<file path="config.mk">
export PLATFORM = sky130hd
export DESIGN_NAME = rtc_control_and_event_flags
export DESIGN_NICKNAME = d
export VERILOG_FILES = /design/src/rtc_ctl_pkg.sv /design/src/rtc_control_and_event_flags.sv
export SDC_FILE = /design/constraint.sdc
export NUM_CORES = 1
export LEC_CHECK = 0
export BUFFER_PORTS_ARGS = -buffer_cell sky130_fd_sc_hd__buf_2
export CAP_MARGIN = 20
export CORE_UTILIZATION = 50
export CTS_CLUSTER_DIAMETER = 60
export DETAILED_ROUTE_END_ITERATION = 10
export PLACE_DENSITY = 0.87
export SETUP_SLACK_MARGIN = 0.05
export SYNTH_ARGS = -nofsm -noshare
export SYNTH_HDL_FRONTEND = slang
export SYNTH_SLANG_ARGS = --single-unit
export TNS_END_PERCENT = 1
</file>
<file path="constraint.sdc">
create_clock -name i_ref_clk -period 4.8 [get_ports i_ref_clk]
set_input_delay 0.72 -clock i_ref_clk [delete_from_list [all_inputs] [get_ports i_ref_clk]]
set_output_delay 0.72 -clock i_ref_clk [all_outputs]
set_load 0.05 [all_outputs]
</file>
<file path="src/rtc_ctl_pkg.sv">
package rtc_ctl_pkg;

  // ---------------------------------------------------------------
  // register map (byte addresses, one aligned word each)
  // ---------------------------------------------------------------
  localparam logic [7:0] ADDR_CONTROL = 8'h00;
  localparam logic [7:0] ADDR_FLAGS = 8'h04;
  localparam logic [7:0] ADDR_MASK = 8'h08;
  localparam logic [7:0] ADDR_COUNTDOWN = 8'h0C;

  // ---------------------------------------------------------------
  // field positions
  // ---------------------------------------------------------------
  localparam int CTL_RUN_BIT = 7;
  localparam int CTL_SOFT_RESET_BIT = 0;
  localparam int FLAG_HOUR = 5;
  localparam int FLAG_SECOND = 4;
  localparam int FLAG_DAY = 3;
  localparam int FLAG_ALARM = 2;
  localparam int FLAG_MINUTE = 1;
  localparam int FLAG_COUNTDOWN = 0;
  localparam int FLAG_W = 6;
  localparam int COUNT_W = 6;
  localparam int HOUR_W = 5;

  // ---------------------------------------------------------------
  // reset values and constants
  // ---------------------------------------------------------------
  localparam logic [FLAG_W-1:0] FLAGS_RESET = 6'h00;
  localparam logic [FLAG_W-1:0] MASK_RESET = 6'h00;
  localparam logic [COUNT_W-1:0] COUNT_RESET = 6'h3F;
  localparam logic [COUNT_W-1:0] COUNT_EXPIRED = 6'h3F;
  localparam logic [COUNT_W-1:0] COUNT_ONE = 6'h01;
  localparam logic [COUNT_W-1:0] COUNT_ZERO = 6'h00;
  localparam logic [HOUR_W-1:0] HOUR_LAST = 5'h17;
  localparam logic [HOUR_W-1:0] HOUR_FIRST = 5'h00;
  localparam logic [31:0] READ_ZERO = 32'h0000_0000;

  typedef enum logic [1:0] {
    ST_IDLE,
    ST_ACCESS
  } apb_state_t;

endpackage

</file>
<file path="src/rtc_control_and_event_flags.sv">
// Functional notes
// RULE1: run-enable bit 7 of control runs the clock when 1, stops it when 0.
// RULE2: writing 1 to control bit 0 resets the module; 0 does nothing.
// RULE3: module soft reset leaves the run-enable bit untouched.
// RULE4: registers reset only at first power-on, kept through later resets.
// RULE5: events set their flag whatever the mask bit holds.
// RULE6: writing 1 to a flag clears it and its interrupt; 0 leaves it.
// RULE7: interrupts still raised while system clock idles or sleeps.
// RULE8: hour flag bit 5 sets on each hour counter increment.
// RULE9: second flag bit 4 sets on each seconds counter increment.
// RULE10: day flag bit 3 sets on each day counter increment.
// RULE11: alarm flag bit 2 sets when time equals alarm; recurs every 65536 days.
// RULE12: software wanting one alarm clears its mask bit in the handler.
// RULE13: minute flag bit 1 sets on each minute counter increment.
// RULE14: countdown flag bit 0 sets when the stopwatch times out.
// RULE15: mask bit per flag gates the interrupt, never changes the flag.
// RULE16: day event occurs when hours wrap from 23 to 0.
// RULE17: countdown decrements per minute tick, stays at -1, expiry sets flag.
// RULE18: interrupt high while any flag and its mask bit are both set.
`timescale 1ns/10ps
`default_nettype none

module rtc_control_and_event_flags (
  input wire logic i_ref_clk,
  input wire logic i_rst_n,
  input wire logic i_por_n,
  input wire logic [7:0] i_paddr,
  input wire logic i_psel,
  input wire logic i_penable,
  input wire logic i_pwrite,
  input wire logic [31:0] i_pwdata,
  output logic [31:0] o_prdata,
  output logic o_pready,
  output logic o_pslverr,
  input wire logic i_second_tick,
  input wire logic i_minute_tick,
  input wire logic i_hour_tick,
  input wire logic [rtc_ctl_pkg::HOUR_W-1:0] i_hour_value,
  input wire logic i_alarm_match,
  output logic o_run_enable,
  output logic o_module_soft_reset,
  output logic o_irq
);
  import rtc_ctl_pkg::*;

  // ---------------------------------------------------------------
  // state
  // ---------------------------------------------------------------
  apb_state_t state;
  apb_state_t next_state;
  logic run_enable;
  logic next_run_enable;
  logic soft_reset;
  logic next_soft_reset;
  logic [FLAG_W-1:0] rtc_event_flags;
  logic [FLAG_W-1:0] next_rtc_event_flags;
  logic [FLAG_W-1:0] rtc_event_mask;
  logic [FLAG_W-1:0] next_rtc_event_mask;
  logic [COUNT_W-1:0] countdown_minutes;
  logic [COUNT_W-1:0] next_countdown_minutes;
  logic [31:0] prdata;
  logic [31:0] next_prdata;
  logic pready;
  logic next_pready;
  logic pslverr;
  logic next_pslverr;
  logic irq;
  logic next_irq;

  // ---------------------------------------------------------------
  // strobes
  // ---------------------------------------------------------------
  logic [FLAG_W-1:0] events;
  logic setup_take;
  logic wr_take;
  logic wr_control;
  logic wr_flags;
  logic wr_mask;
  logic wr_count;
  logic count_tick;

  // ---------------------------------------------------------------
  // address decode
  // ---------------------------------------------------------------
  function automatic logic hit(input logic [7:0] a, input logic [7:0] base);
    hit = (a == base);
  endfunction

  function automatic logic mapped(input logic [7:0] a);
    mapped = hit(a, ADDR_CONTROL) | hit(a, ADDR_FLAGS) | hit(a, ADDR_MASK)
      | hit(a, ADDR_COUNTDOWN);
  endfunction

  // ---------------------------------------------------------------
  // event capture
  // ---------------------------------------------------------------
  // ticks only count while running; the counters outside stop too
  always_comb begin
    events = '0;
    events[FLAG_SECOND] = run_enable & i_second_tick; // see RULE9 see RULE1
    events[FLAG_MINUTE] = run_enable & i_minute_tick; // see RULE13
    events[FLAG_HOUR] = run_enable & i_hour_tick; // see RULE8
    // day ticks on the 23 to 0 wrap
    events[FLAG_DAY] = run_enable & i_hour_tick
      & (i_hour_value == HOUR_FIRST); // see RULE10 see RULE16
    events[FLAG_ALARM] = run_enable & i_alarm_match; // see RULE11
    // expiry is the step from 0 to -1 on a minute tick
    events[FLAG_COUNTDOWN] = count_tick
      & (countdown_minutes == COUNT_ZERO); // see RULE14 see RULE17
  end

  // ---------------------------------------------------------------
  // bus decode
  // ---------------------------------------------------------------
  assign count_tick = run_enable & i_minute_tick;
  assign setup_take = (state == ST_IDLE) & i_psel & ~i_penable;
  // a write lands only on the access edge, while ready is high
  assign wr_take = (state == ST_ACCESS) & i_psel & i_penable & i_pwrite;
  assign wr_control = wr_take & hit(i_paddr, ADDR_CONTROL);
  assign wr_flags = wr_take & hit(i_paddr, ADDR_FLAGS);
  assign wr_mask = wr_take & hit(i_paddr, ADDR_MASK);
  assign wr_count = wr_take & hit(i_paddr, ADDR_COUNTDOWN);

  // ---------------------------------------------------------------
  // bus handshake
  // ---------------------------------------------------------------
  // no wait states: ready follows setup by one cycle, so read data are
  // fetched at setup and stand through the access cycle
  always_comb begin
    next_state = state;
    next_prdata = prdata;
    next_pready = 1'b0;
    next_pslverr = 1'b0;
    case (state)
      ST_IDLE: begin
        if (setup_take) begin
          next_state = ST_ACCESS;
          next_pready = 1'b1;
          // unmapped: write dropped, read gives zero
          next_pslverr = ~mapped(i_paddr);
          next_prdata = READ_ZERO;
          if (!i_pwrite) begin
            if (hit(i_paddr, ADDR_CONTROL)) begin
              next_prdata[CTL_RUN_BIT] = run_enable;
            end else if (hit(i_paddr, ADDR_FLAGS)) begin
              next_prdata[FLAG_W-1:0] = rtc_event_flags;
            end else if (hit(i_paddr, ADDR_MASK)) begin
              next_prdata[FLAG_W-1:0] = rtc_event_mask;
            end else if (hit(i_paddr, ADDR_COUNTDOWN)) begin
              next_prdata[COUNT_W-1:0] = countdown_minutes;
            end
          end
        end
      end
      ST_ACCESS: begin
        next_state = ST_IDLE;
      end
      default: begin
        next_state = ST_IDLE;
      end
    endcase
  end

  // ---------------------------------------------------------------
  // control: run enable and soft reset strobe
  // ---------------------------------------------------------------
  always_comb begin
    next_run_enable = run_enable;
    next_soft_reset = 1'b0;
    if (wr_control) begin
      next_run_enable = i_pwdata[CTL_RUN_BIT]; // see RULE1
      // a 0 in the reset bit does nothing
      next_soft_reset = i_pwdata[CTL_SOFT_RESET_BIT]; // see RULE2
    end
    // the soft reset never reaches run enable
    if (soft_reset) begin
      next_run_enable = run_enable; // see RULE3
    end
  end

  // ---------------------------------------------------------------
  // event flags
  // ---------------------------------------------------------------
  always_comb begin
    next_rtc_event_flags = rtc_event_flags;
    if (wr_flags) begin
      next_rtc_event_flags = rtc_event_flags & ~i_pwdata[FLAG_W-1:0]; // see RULE6
    end
    // set beats clear, so an event racing the clear is never lost
    next_rtc_event_flags = next_rtc_event_flags | events; // see RULE5 see RULE15
    if (soft_reset) begin
      next_rtc_event_flags = FLAGS_RESET; // see RULE2
    end
  end

  // ---------------------------------------------------------------
  // interrupt mask
  // ---------------------------------------------------------------
  always_comb begin
    next_rtc_event_mask = rtc_event_mask;
    if (wr_mask) begin
      next_rtc_event_mask = i_pwdata[FLAG_W-1:0]; // see RULE15
    end
    if (soft_reset) begin
      next_rtc_event_mask = MASK_RESET; // see RULE2
    end
  end

  // ---------------------------------------------------------------
  // countdown minutes
  // ---------------------------------------------------------------
  // parks at -1 until reprogrammed; a write in the same cycle wins
  always_comb begin
    next_countdown_minutes = countdown_minutes;
    if (wr_count) begin
      next_countdown_minutes = i_pwdata[COUNT_W-1:0];
    end else if (count_tick && countdown_minutes != COUNT_EXPIRED) begin
      next_countdown_minutes = countdown_minutes - COUNT_ONE; // see RULE17
    end
    if (soft_reset) begin
      next_countdown_minutes = COUNT_RESET; // see RULE2
    end
  end

  // ---------------------------------------------------------------
  // interrupt request
  // ---------------------------------------------------------------
  // built from next values so the line moves with the flag, not a cycle late
  always_comb begin
    next_irq = |(next_rtc_event_flags & next_rtc_event_mask); // see RULE18 see RULE15
  end

  // ---------------------------------------------------------------
  // registers
  // ---------------------------------------------------------------
  // time-keeping state sits on the power-on reset only; system resets
  // must not wipe it, so i_rst_n touches only the bus handshake
  always_ff @(posedge i_ref_clk or negedge i_rst_n) begin
    if (!i_rst_n) begin
      state <= ST_IDLE;
      prdata <= READ_ZERO;
      pready <= 1'b0;
      pslverr <= 1'b0;
    end else begin
      state <= next_state;
      prdata <= next_prdata;
      pready <= next_pready;
      pslverr <= next_pslverr;
    end
  end

  // run enable clears only on power-on
  always_ff @(posedge i_ref_clk or negedge i_por_n) begin
    if (!i_por_n) begin
      run_enable <= 1'b0; // see RULE4
      soft_reset <= 1'b0;
    end else begin
      run_enable <= next_run_enable;
      soft_reset <= next_soft_reset;
    end
  end

  always_ff @(posedge i_ref_clk or negedge i_por_n) begin
    if (!i_por_n) begin
      rtc_event_flags <= FLAGS_RESET;
    end else begin
      rtc_event_flags <= next_rtc_event_flags;
    end
  end

  always_ff @(posedge i_ref_clk or negedge i_por_n) begin
    if (!i_por_n) begin
      rtc_event_mask <= MASK_RESET;
    end else begin
      rtc_event_mask <= next_rtc_event_mask;
    end
  end

  always_ff @(posedge i_ref_clk or negedge i_por_n) begin
    if (!i_por_n) begin
      countdown_minutes <= COUNT_RESET;
    end else begin
      countdown_minutes <= next_countdown_minutes;
    end
  end

  // registered so the pin never shows a decode glitch
  always_ff @(posedge i_ref_clk or negedge i_por_n) begin
    if (!i_por_n) begin
      irq <= 1'b0;
    end else begin
      irq <= next_irq; // see RULE7
    end
  end

  // ---------------------------------------------------------------
  // outputs
  // ---------------------------------------------------------------
  assign o_prdata = prdata;
  assign o_pready = pready;
  assign o_pslverr = pslverr;
  assign o_run_enable = run_enable;
  assign o_module_soft_reset = soft_reset;
  assign o_irq = irq;

endmodule // rtc_control_and_event_flags

`default_nettype wire

</file>
==> results of run 1 <==
==> state kept, by name, summed over array words and instances (netlist names) <==
name / count
o_run_enable: 1
o_module_soft_reset: 1
countdown_minutes: 6
o_pready: 1
rtc_event_mask: 6
o_pslverr: 1
o_prdata: 7
o_irq: 1
rtc_event_flags: 6
state: 1
==> power groups by stage <==
| stage | combinational (mW) | sequential, mW | clock [mW] |
|---|---|---|---|
| detailed placement | 0.191 | 0.347 | 0 |
| global placement | 0.184 | 0.345 | 0 |
| global route | 0.219 | 0.350 | 0.286 |
| finish | 0.194 | 0.345 | 0.266 |
| CTS | 0.194 | 0.343 | 0.273 |
| floorplan | 0.163 | 0.339 | 0 |
==> logic make-up (layout without fill, tap and decap cells) <==
logic type	after synthesis	after routing
fa+ha+maj	3	3
mux	12	12
simple gates	71	71
xor+xnor	2	2
compound gates	47	47
buf+inv	40	57
flops	31	31
other cells	1	25
==> metrics by stage <==
| stage | instance area (um^2) | total power [mW] | instances |
|---|---|---|---|
| 2_1_floorplan | 2000 | 0.502 | 231 |
| 3_3_place_gp | 2050 | 0.529 | 288 |
| 3_5_place_dp | 2050 | 0.539 | 288 |
| 4_1_cts | 2170 | 0.810 | 296 |
| 5_1_grt | 2170 | 0.854 | 296 |
| 6_report | 2170 | 0.805 | 296 |
==> worst register-to-register path: cells and delay by family (launching register included) <==
family | cells | cell delay (ns)
and+or+nand+nor | 3 | 1.21
AOI/OAI and AO/OA | 2 | 0.47
DFF | 1 | 0.36
==> cell usage in the layout (no fill, tap or decap), drive strengths merged, types with 3 or more instances in the layout <==
| cell | instances |
|---|---|
| nor2 | 14 |
| nand3 | 3 |
| o21a | 3 |
| buf | 41 |
| dfstp | 6 |
| nor4 | 4 |
| conb | 25 |
| inv | 8 |
| nor2b | 3 |
| dfrtp | 25 |
| o21ai | 11 |
| mux2i | 7 |
| or4 | 3 |
| nor3 | 5 |
| nand2 | 23 |
| ha | 3 |
| a21o | 5 |
| and2 | 6 |
| clkbuf | 6 |
| o211ai | 7 |
| mux2 | 5 |
| a21oi | 9 |
==> worst max path at each step <==
stage | to | from
2_1_floorplan | o_irq | i_paddr[1]
5_1_grt | countdown_minutes[3] | i_paddr[5]
4_1_cts | o_irq | i_paddr[1]
3_3_place_gp | o_irq | i_paddr[1]
3_5_place_dp | o_irq | i_paddr[1]
6_report | o_irq | i_paddr[1]
==> layer usage <==
layer | up-vias | GRT usage [%] | share of wire (%)
li1 | 757 | - | -
met1 | 763 | 30.0 | 42
met2 | 90 | 37.0 | 48
met3 | 7 | 6.07 | 9.2
met4 | 0 | 9.09 | 1.4
met5 | - | 0 | 0
==> cell type report <==
cell class	instances	area (um^2)
clock buffer	6	82.6
clock inverter	2	35.0
fill	342	1500
inverter	8	30.0
multi-input combinational	160	970
sequential	31	783
tap	48	60.1
timing repair buffer	41	205
==> out/results.ini, run 1 <==
[placed_design]
dpl.hpwl_um=3110
place_congestion=0.843
place_ws_ns=2.00
numPortBuffers=41

[critical_path]
path_max_fanout=3
r2r_slack_ns=2.63
required_ns=4.96
rr_endpoint=o_irq
crit_chain=buf_2 -> or4_4 -> nor4b_1 -> a21boi_0 -> o211ai_1 -> nand4_1
path_delay_family=simple AND/OR/NAND/NOR gates
start_kind=input pin
arrival_ns=2.72
reg2reg_depth=5
worstSetupPathType=in2reg
cp_slowest_stage_delay_ns=0.76
cp-end-kind=register
cp.depth=6
slowest_stage=nor4b_1
crit_buf_inv=1
r2r-start=state[0]

[clock_network]
cts_buffer_depth=2
cts_htree_levels=2
ctsResizeCount=0
clk_latency_ns=0.29
holdBufCountCts=0
cts_setup_buffers=0
cts_tree=done
cts.clk_slew.worst_paths_ns=0.07
numCtsBuffers=5
clock-sinks=31
cts-root-buf=clkbuf_8

[yosys]
synth_top_family_by_area=simple AND/OR/NAND/NOR gates
ys_top_cells_by_count=buf_4 (25), dfrtp_1 (25), nand2_1 (23), nor2_1 (14), o21ai_0 (11)
muxShareOfSynthArea_pct=6.63
synth_compound_area_share_pct=16.5
async_flop_share_pct=100
synth-edff-count=0
synthSimpleGateAreaFrac_pct=19.9
synth_cells=207
synthDistinctLibCells=45
synth_top_area_share_pct=32.8
ys_seq_area_share_pct=41.1
avgSynthCellArea_um2=9.21
synth_area_leaders=dfrtp_1 (33%), buf_4 (9.8%), dfstp_2 (8.3%), nand2_1 (4.5%), mux2i_1 (3.7%)
yosysTopAreaCell=dfrtp_1
yosys_warnings=0
synthAdderAreaFrac_pct=1.97
synth.cell_area_um2=1910
ys_dominant_reg_cell=dfrtp_1
synth_xor_area_share_pct=0.919
synth_seq_cells=31

[pwr]
peakVddDrop_mv=0.264
p_seq_share_pct=42.8
p_leak_nw=1.05
internal-power_mw=0.544
p_sw_mw=0.262
power_density_nw_per_um2=372
clkPwrFrac_pct=33.1
pwr-share-comb_pct=24.1
p_sw_share_pct=32.5

[drt]
ant_nets=0
dr.first_iter.drc_count=59
route.vias.total=1617
first_pass_iters=4
routed_wl_um=4190
drc=0
via_per_inst=5.46
wl_per_cell_um=14.2

[floorplan]
die_h_um=63.8
die-width_um=63.8
start_util_pct=52.1
rows=22
dieArea_um2=4060
core_area_um2=3660
io_pins=92

[layout]
fin_util_pct=59.2
diodes=0
drive_gt1_share_pct=26.6
area_growth_pct=13.6
fin_nets=305

[sta]
rsz0062_at_grt=false
relSlewSlack_pct=42.9
finalMaxSlewViolations=0
setup_slack_ns=2.24
tns_ns=0
finalCriticalPeriod_ns=2.56
fmax_ghz=0.391
worstMarginPinSlew_ns=0.845
fin_skew_ns=0.00571
period_share_pct=53.3
setup_viol=0
worst_hold_slack_ns=0.269
report.final.hold_viol_count=0

[global_routing]
grt_max_degree=22
grt_pass1_vias=1527
grt_pass1_wl_um=7070
track_usage_pct=23.2
overflow=0
antenna_found_initial=0

[run_status]
outcome=complete, no violations

[flow_run]
maxCapViolCount=0

[hold_path]
hold_path_class=in2async

(Power assumes the default switching activity.)
==> inputs of run 2 (changes only) <==
--- a/config.mk
+++ b/config.mk
@@ -5,12 +5,13 @@
 export SDC_FILE = /design/constraint.sdc
 export NUM_CORES = 1
 export LEC_CHECK = 0
+export ABC_AREA = 1
 export BUFFER_PORTS_ARGS = -buffer_cell sky130_fd_sc_hd__buf_2
 export CAP_MARGIN = 20
-export CORE_UTILIZATION = 50
+export CORE_UTILIZATION = 42
 export CTS_CLUSTER_DIAMETER = 60
 export DETAILED_ROUTE_END_ITERATION = 10
-export PLACE_DENSITY = 0.87
+export PLACE_DENSITY = 0.77
 export SETUP_SLACK_MARGIN = 0.05
 export SYNTH_ARGS = -nofsm -noshare
 export SYNTH_HDL_FRONTEND = slang
==> constraint.sdc (replaced) <==
create_clock -name i_ref_clk -period 2.3 [get_ports i_ref_clk]
set_input_delay 0.345 -clock i_ref_clk [delete_from_list [all_inputs] [get_ports i_ref_clk]]
set_output_delay 0.345 -clock i_ref_clk [all_outputs]
set_load 0.05 [all_outputs]
==> run 2 against run 1 <==
Against the previous run:
- the flow now finishes with violations (hold timing)
- global-route usage fell by 4.0 points
- critical path depth down 2
- combinational power is 120% higher
- power up 110%
- critical endpoint is now o_prdata[3]
==> out/results.ini, run 2 <==
[floorplan]
start_util_pct=44.3
die_h_um=70.2
core_area_um2=4410
rows=24
io_pins=92
dieArea_um2=4930
die-width_um=70.2

[drt]
ant_nets=0
dr.first_iter.drc_count=82
drc=0
first_pass_iters=4
routed_wl_um=4380
route.vias.total=1757
via_per_inst=4.85
wl_per_cell_um=12.1

[sta]
rsz0062_at_grt=false
report.final.hold_viol_count=2
tns_ns=0
finalCriticalPeriod_ns=1.70
setup_viol=0
fin_skew_ns=0.00616
finalMaxSlewViolations=0
worst_hold_slack_ns=-0.00240
fmax_ghz=0.590
period_share_pct=73.8

[yosys]
synth.cell_area_um2=1960
synth_top_area_share_pct=32.0
yosysTopAreaCell=dfrtp_1
synth_cells=264
yosys_warnings=0
synthDistinctLibCells=29
ys_seq_area_share_pct=40.1
async_flop_share_pct=100
yosysMostFrequentCell=nand2_1
ys_dominant_reg_cell=dfrtp_1
synth_seq_cells=31
synth_area_leaders=dfrtp_1 (32%), nand2_1 (14%), buf_4 (10%), dfstp_2 (8.1%), inv_1 (6.1%)
ys_top_cells_by_count=nand2_1 (72), inv_1 (32), buf_4 (26), dfrtp_1 (25), nor2_1 (19)
avgSynthCellArea_um2=7.41
synth-edff-count=0

[pwr]
p_total_mw=1.68
p_leak_nw=1.26
peakVddDrop_mv=0.280
power_density_nw_per_um2=750

[clock_network]
cts-root-buf=clkbuf_8
clock-sinks=31
cts_tree=done
cts_setup_buffers=0
numCtsBuffers=5
cts_htree_levels=2
cts_buffer_depth=2
cts.clk_slew.worst_paths_ns=0.06
clk_latency_ns=0.29

[layout]
fin_util_pct=50.8
largest_reg_flops=7
final_cell_mix=nand2_1 (72), buf_2 (41), inv_1 (32)
final_area_um2=2240
layout.cells.most_common=nand2_1
area_growth_pct=14.7
diodes=0
fillers=456
instances_no_fill=362
drive_gt1_share_pct=22.3
fin_nets=367

[placed_design]
numPortBuffers=41
placed_area_um2=2120
place_congestion=0.864
place_inst=353
dpl.hpwl_um=3420

[critical_path]
worstSetupPathType=reg2reg
path_max_fanout=11
arrival_ns=1.92
required_ns=2.52
start_kind=register
cp-end-kind=register

[global_routing]
grt_pass1_vias=1622
grt_pass1_wl_um=7250
overflow=0
track_usage_pct=19.2
grt_max_degree=22
antenna_found_initial=0

[run_status]
violations=hold timing
outcome=complete, but fails checks

[flow_run]
maxCapViolCount=0

[hold_path]
hold_path_class=in2async

-- run 2: path summary, 6_finish.rpt --
path	slack, ns	endpoint	start	depth (start not counted)
min	-0.002	o_module_soft_reset	i_por_n	1
max	0.60	o_prdata[3]	state[0]	4
max reg2reg	0.60	o_prdata[3]	state[0]	4
min reg2reg	0.47	o_prdata[5]	o_prdata[5]	2
min in group i_ref_clk	0.29	o_prdata[7]	i_pwrite	2
max in group asynchronous	1.69	o_prdata[1]	i_rst_n	2
-- run 2: logic make-up after synthesis --
| logic type | share of synthesized area, % |
|---|---|
| AND/OR/NAND/NOR | 29.1 |
| buffers and inverters | 17.3 |
| AO/OA/AOI/OAI | 9.60 |
| flip-flops | 40.1 |
| XOR/XNOR | 1.79 |
| adder cells (fa/ha/maj) | 1.92 |
| other | 0.192 |
-- run 2: report_power, final --
| part | switching [mW] | internal (mW) |
|---|---|---|
| registers | 0.0615 | 0.641 |
| clock network | 0.204 | 0.350 |
| logic | 0.296 | 0.130 |
-- run 2: cell type report --
| type | instances | area (um^2) | share of cell area [%] |
|---|---|---|---|
| tap | 52 | 65.1 | 2.90 |
| clock buffer | 6 | 82.6 | 3.68 |
| timing repair buffer | 43 | 223 | 9.93 |
| inverter | 35 | 131 | 5.86 |
| clock inverter | 2 | 35.0 | 1.56 |
| multi-input combinational | 193 | 923 | 41.2 |
| sequential | 31 | 783 | 34.9 |
-- run 2: worst max-delay path: stages, from the launching register on --
cell and delay (ns):
dfrtp_1 0.39, or3_1 0.55, nor3_2 0.41, o211ai_1 0.20, nand2_1 0.09
-- run 2: through the flow --
stage | setup slack [ns] | hold slack, ns
final | 0.604 | -0.00240
after global routing | 0.438 | 0.0273
after CTS | 0.600 | 0.0135
after detailed placement | 0.562 | 0.208
after global placement | 0.579 | 0.203
after floorplan | 0.786 | 0.0494
-- run 2: metal layers --
layer	part of all wire [%]	up-vias	routed length (um)	track usage, %
met4	4.1	0	180	13.6
li1	-	872	-	-
met2	48	76	2080	29.7
met3	6.7	14	295	4.04
met1	41	795	1820	23.7
met5	0	-	0	0
-- run 2: timing repair --
| item | CTS | global route |
|---|---|---|
| hold buffers | 1 | 0 |
| hold endpoints to repair | 10 | 0 |
| resized for setup | 0 | 0 |
==> inputs of run 3 (changes only) <==
--- a/config.mk
+++ b/config.mk
@@ -8,10 +8,10 @@
 export ABC_AREA = 1
 export BUFFER_PORTS_ARGS = -buffer_cell sky130_fd_sc_hd__buf_2
 export CAP_MARGIN = 20
-export CORE_UTILIZATION = 42
+export CORE_UTILIZATION = 47
 export CTS_CLUSTER_DIAMETER = 60
 export DETAILED_ROUTE_END_ITERATION = 10
-export PLACE_DENSITY = 0.77
+export PLACE_DENSITY = 0.82
 export SETUP_SLACK_MARGIN = 0.05
 export SYNTH_ARGS = -nofsm -noshare
 export SYNTH_HDL_FRONTEND = slang
==> constraint.sdc (replaced) <==
create_clock -name i_ref_clk -period 1.6 [get_ports i_ref_clk]
set_input_delay 0.24 -clock i_ref_clk [delete_from_list [all_inputs] [get_ports i_ref_clk]]
set_output_delay 0.24 -clock i_ref_clk [all_outputs]
set_load 0.05 [all_outputs]
==> run 3 against run 2 <==
Against the previous run:
- sequential power increased by 44%
- wire length decreased by 4.4%
- critical path type unchanged
- utilization increased by 6.6 points
- maximum frequency increased by 15%
- final cell count increased by 1.9%
- non-clock buffer count increased by 9
- die area decreased by 10%
- power increased by 31%
- the flow now finishes without violations
- largest power group unchanged
- critical path depth unchanged
- highest routed layer unchanged
- clock skew decreased by 0.0049 ns
- count of clock-buffer cells in the layout increased by 1
==> out/results.ini, run 3 (same netlist as run 2, synthesis figures left out) <==
[run_status]
outcome=complete, no violations

[sta]
finalMaxSlewViolations=0
period_share_pct=91.9
report.final.hold_viol_count=0
rsz0062_at_grt=true
fin_skew_ns=0.00126
fmax_ghz=0.680
setup_viol=0
finalCriticalPeriod_ns=1.47
worst_hold_slack_ns=0.195
tns_ns=0

[clock_network]
cts_buffer_depth=2
cts_setup_buffers=0
cts_htree_levels=2
numCtsBuffers=5
clock-sinks=31
clk_latency_ns=0.28
cts_tree=done
cts-root-buf=clkbuf_8
cts.clk_slew.worst_paths_ns=0.06

[layout]
area_growth_pct=17.5
drive_gt1_share_pct=24.5
final_cell_mix=nand2_1 (72), buf_2 (41), inv_1 (32)
layout.cells.most_common=nand2_1
diodes=0
fillers=381
fin_nets=376
largest_reg_flops=7

[drt]
drc=0
via_per_inst=4.79
maxUsedRoutingLayer=met4
drt-met1-wl_um=1810
route.vias.total=1766
first_pass_iters=6
routed_wl_um=4180
wl_per_cell_um=11.3
wl_met2_um=2010
wl_met3_um=249
dr.first_iter.drc_count=103
ant_nets=0

[pwr]
p_leak_nw=1.29
peakVddDrop_mv=0.434
power_density_nw_per_um2=959

[floorplan]
rows=23
die-width_um=66.5
core_area_um2=4000
start_util_pct=48.9
io_pins=92
die_h_um=66.5
dieArea_um2=4420

[global_routing]
grt_max_degree=22
track_usage_pct=22.4
grt_pass1_wl_um=7310
grt_pass1_vias=1692
overflow=0
antenna_found_initial=0

[critical_path]
r2r-start=state[0]
r2r_slack_ns=0.13
start_kind=register
arrival_ns=1.69
cp_slowest_stage_delay_ns=0.43
worstSetupPathType=reg2reg
crit_chain=or3_1 -> nor3_4 -> o211ai_1 -> nand2_1
cp-endpoint=o_prdata[0]
cp-end-kind=register
reg2reg_depth=4
path_max_fanout=6
setup.worst_path.start=state[0]
required_ns=1.82
rr_endpoint=o_prdata[0]
slowest_stage=or3_1

[placed_design]
dpl.hpwl_um=3330
numPortBuffers=41
place_congestion=0.927

[hold_path]
hold_path_class=in2reg

[flow_run]
maxCapViolCount=0

## run 3: how the worst min path moves through the flow
stage / end / slack (ns) / start / depth (start not counted)
floorplan: o_irq / -0.06 / i_por_n / 0
global placement: state[0] / 0.1 / i_rst_n / 1
detailed placement: state[0] / 0.11 / i_rst_n / 1
CTS: o_prdata[7] / 0.17 / i_pwrite / 2
global route: o_prdata[7] / 0.22 / i_pwrite / 2
finish: o_prdata[7] / 0.19 / i_pwrite / 2
## run 3: report_power, final
group	internal [mW]	switching (mW)
clock	0.304	0.275
combinational	0.197	0.417
sequential	0.921	0.0889
## run 3: worst max-delay path: cells and delay by family (launching register included)
family / cells / cell delay (ns)
and+or+nand+nor: 3 / 0.82
DFF: 1 / 0.39
AOI/OAI and AO/OA: 1 / 0.19
## run 3: per-stage QoR
stage	power, mW	cells	utilization [%]	worst slack [ns]	cell area [um^2]
after floorplan	1.51	288	-	0.0858	2050
after global placement	1.60	359	54.3	0.0899	2170
after detailed placement	1.61	359	54.3	0.0375	2170
after CTS	2.20	369	56.9	0.0554	2270
after global routing	2.35	369	57.5	0.0419	2300
final	2.20	369	57.5	0.130	2300
## run 3: what timing repair did
| action | CTS | global route |
|---|---|---|
| hold buffers | 2 | 0 |
| resized for setup | 1 | 5 |
| pin swaps | 0 | 2 |
| hold endpoints to repair | 25 | 0 |
| endpoints found under the setup margin | 1 | 13 |
## run 3: layer usage
| layer | GRT usage [%] | vias to the layer above |
|---|---|---|
| met3 | 4.45 | 12 |
| met4 | 10.9 | 0 |
| met1 | 26.8 | 797 |
| met5 | 0 | - |
| met2 | 38.0 | 71 |
| li1 | - | 886 |
## run 3: final cells by class
class / count / area [um^2] / share of cell area (%)
flip-flops and latches: 31 / 783 / 34.1
repair buffers: 52 / 293 / 12.7
well taps: 50 / 62.6 / 2.72
clock inverters: 1 / 5.00 / 0.218
inverters: 35 / 131 / 5.72
clock buffers: 7 / 76.3 / 3.32
multi-input cells: 193 / 947 / 41.2
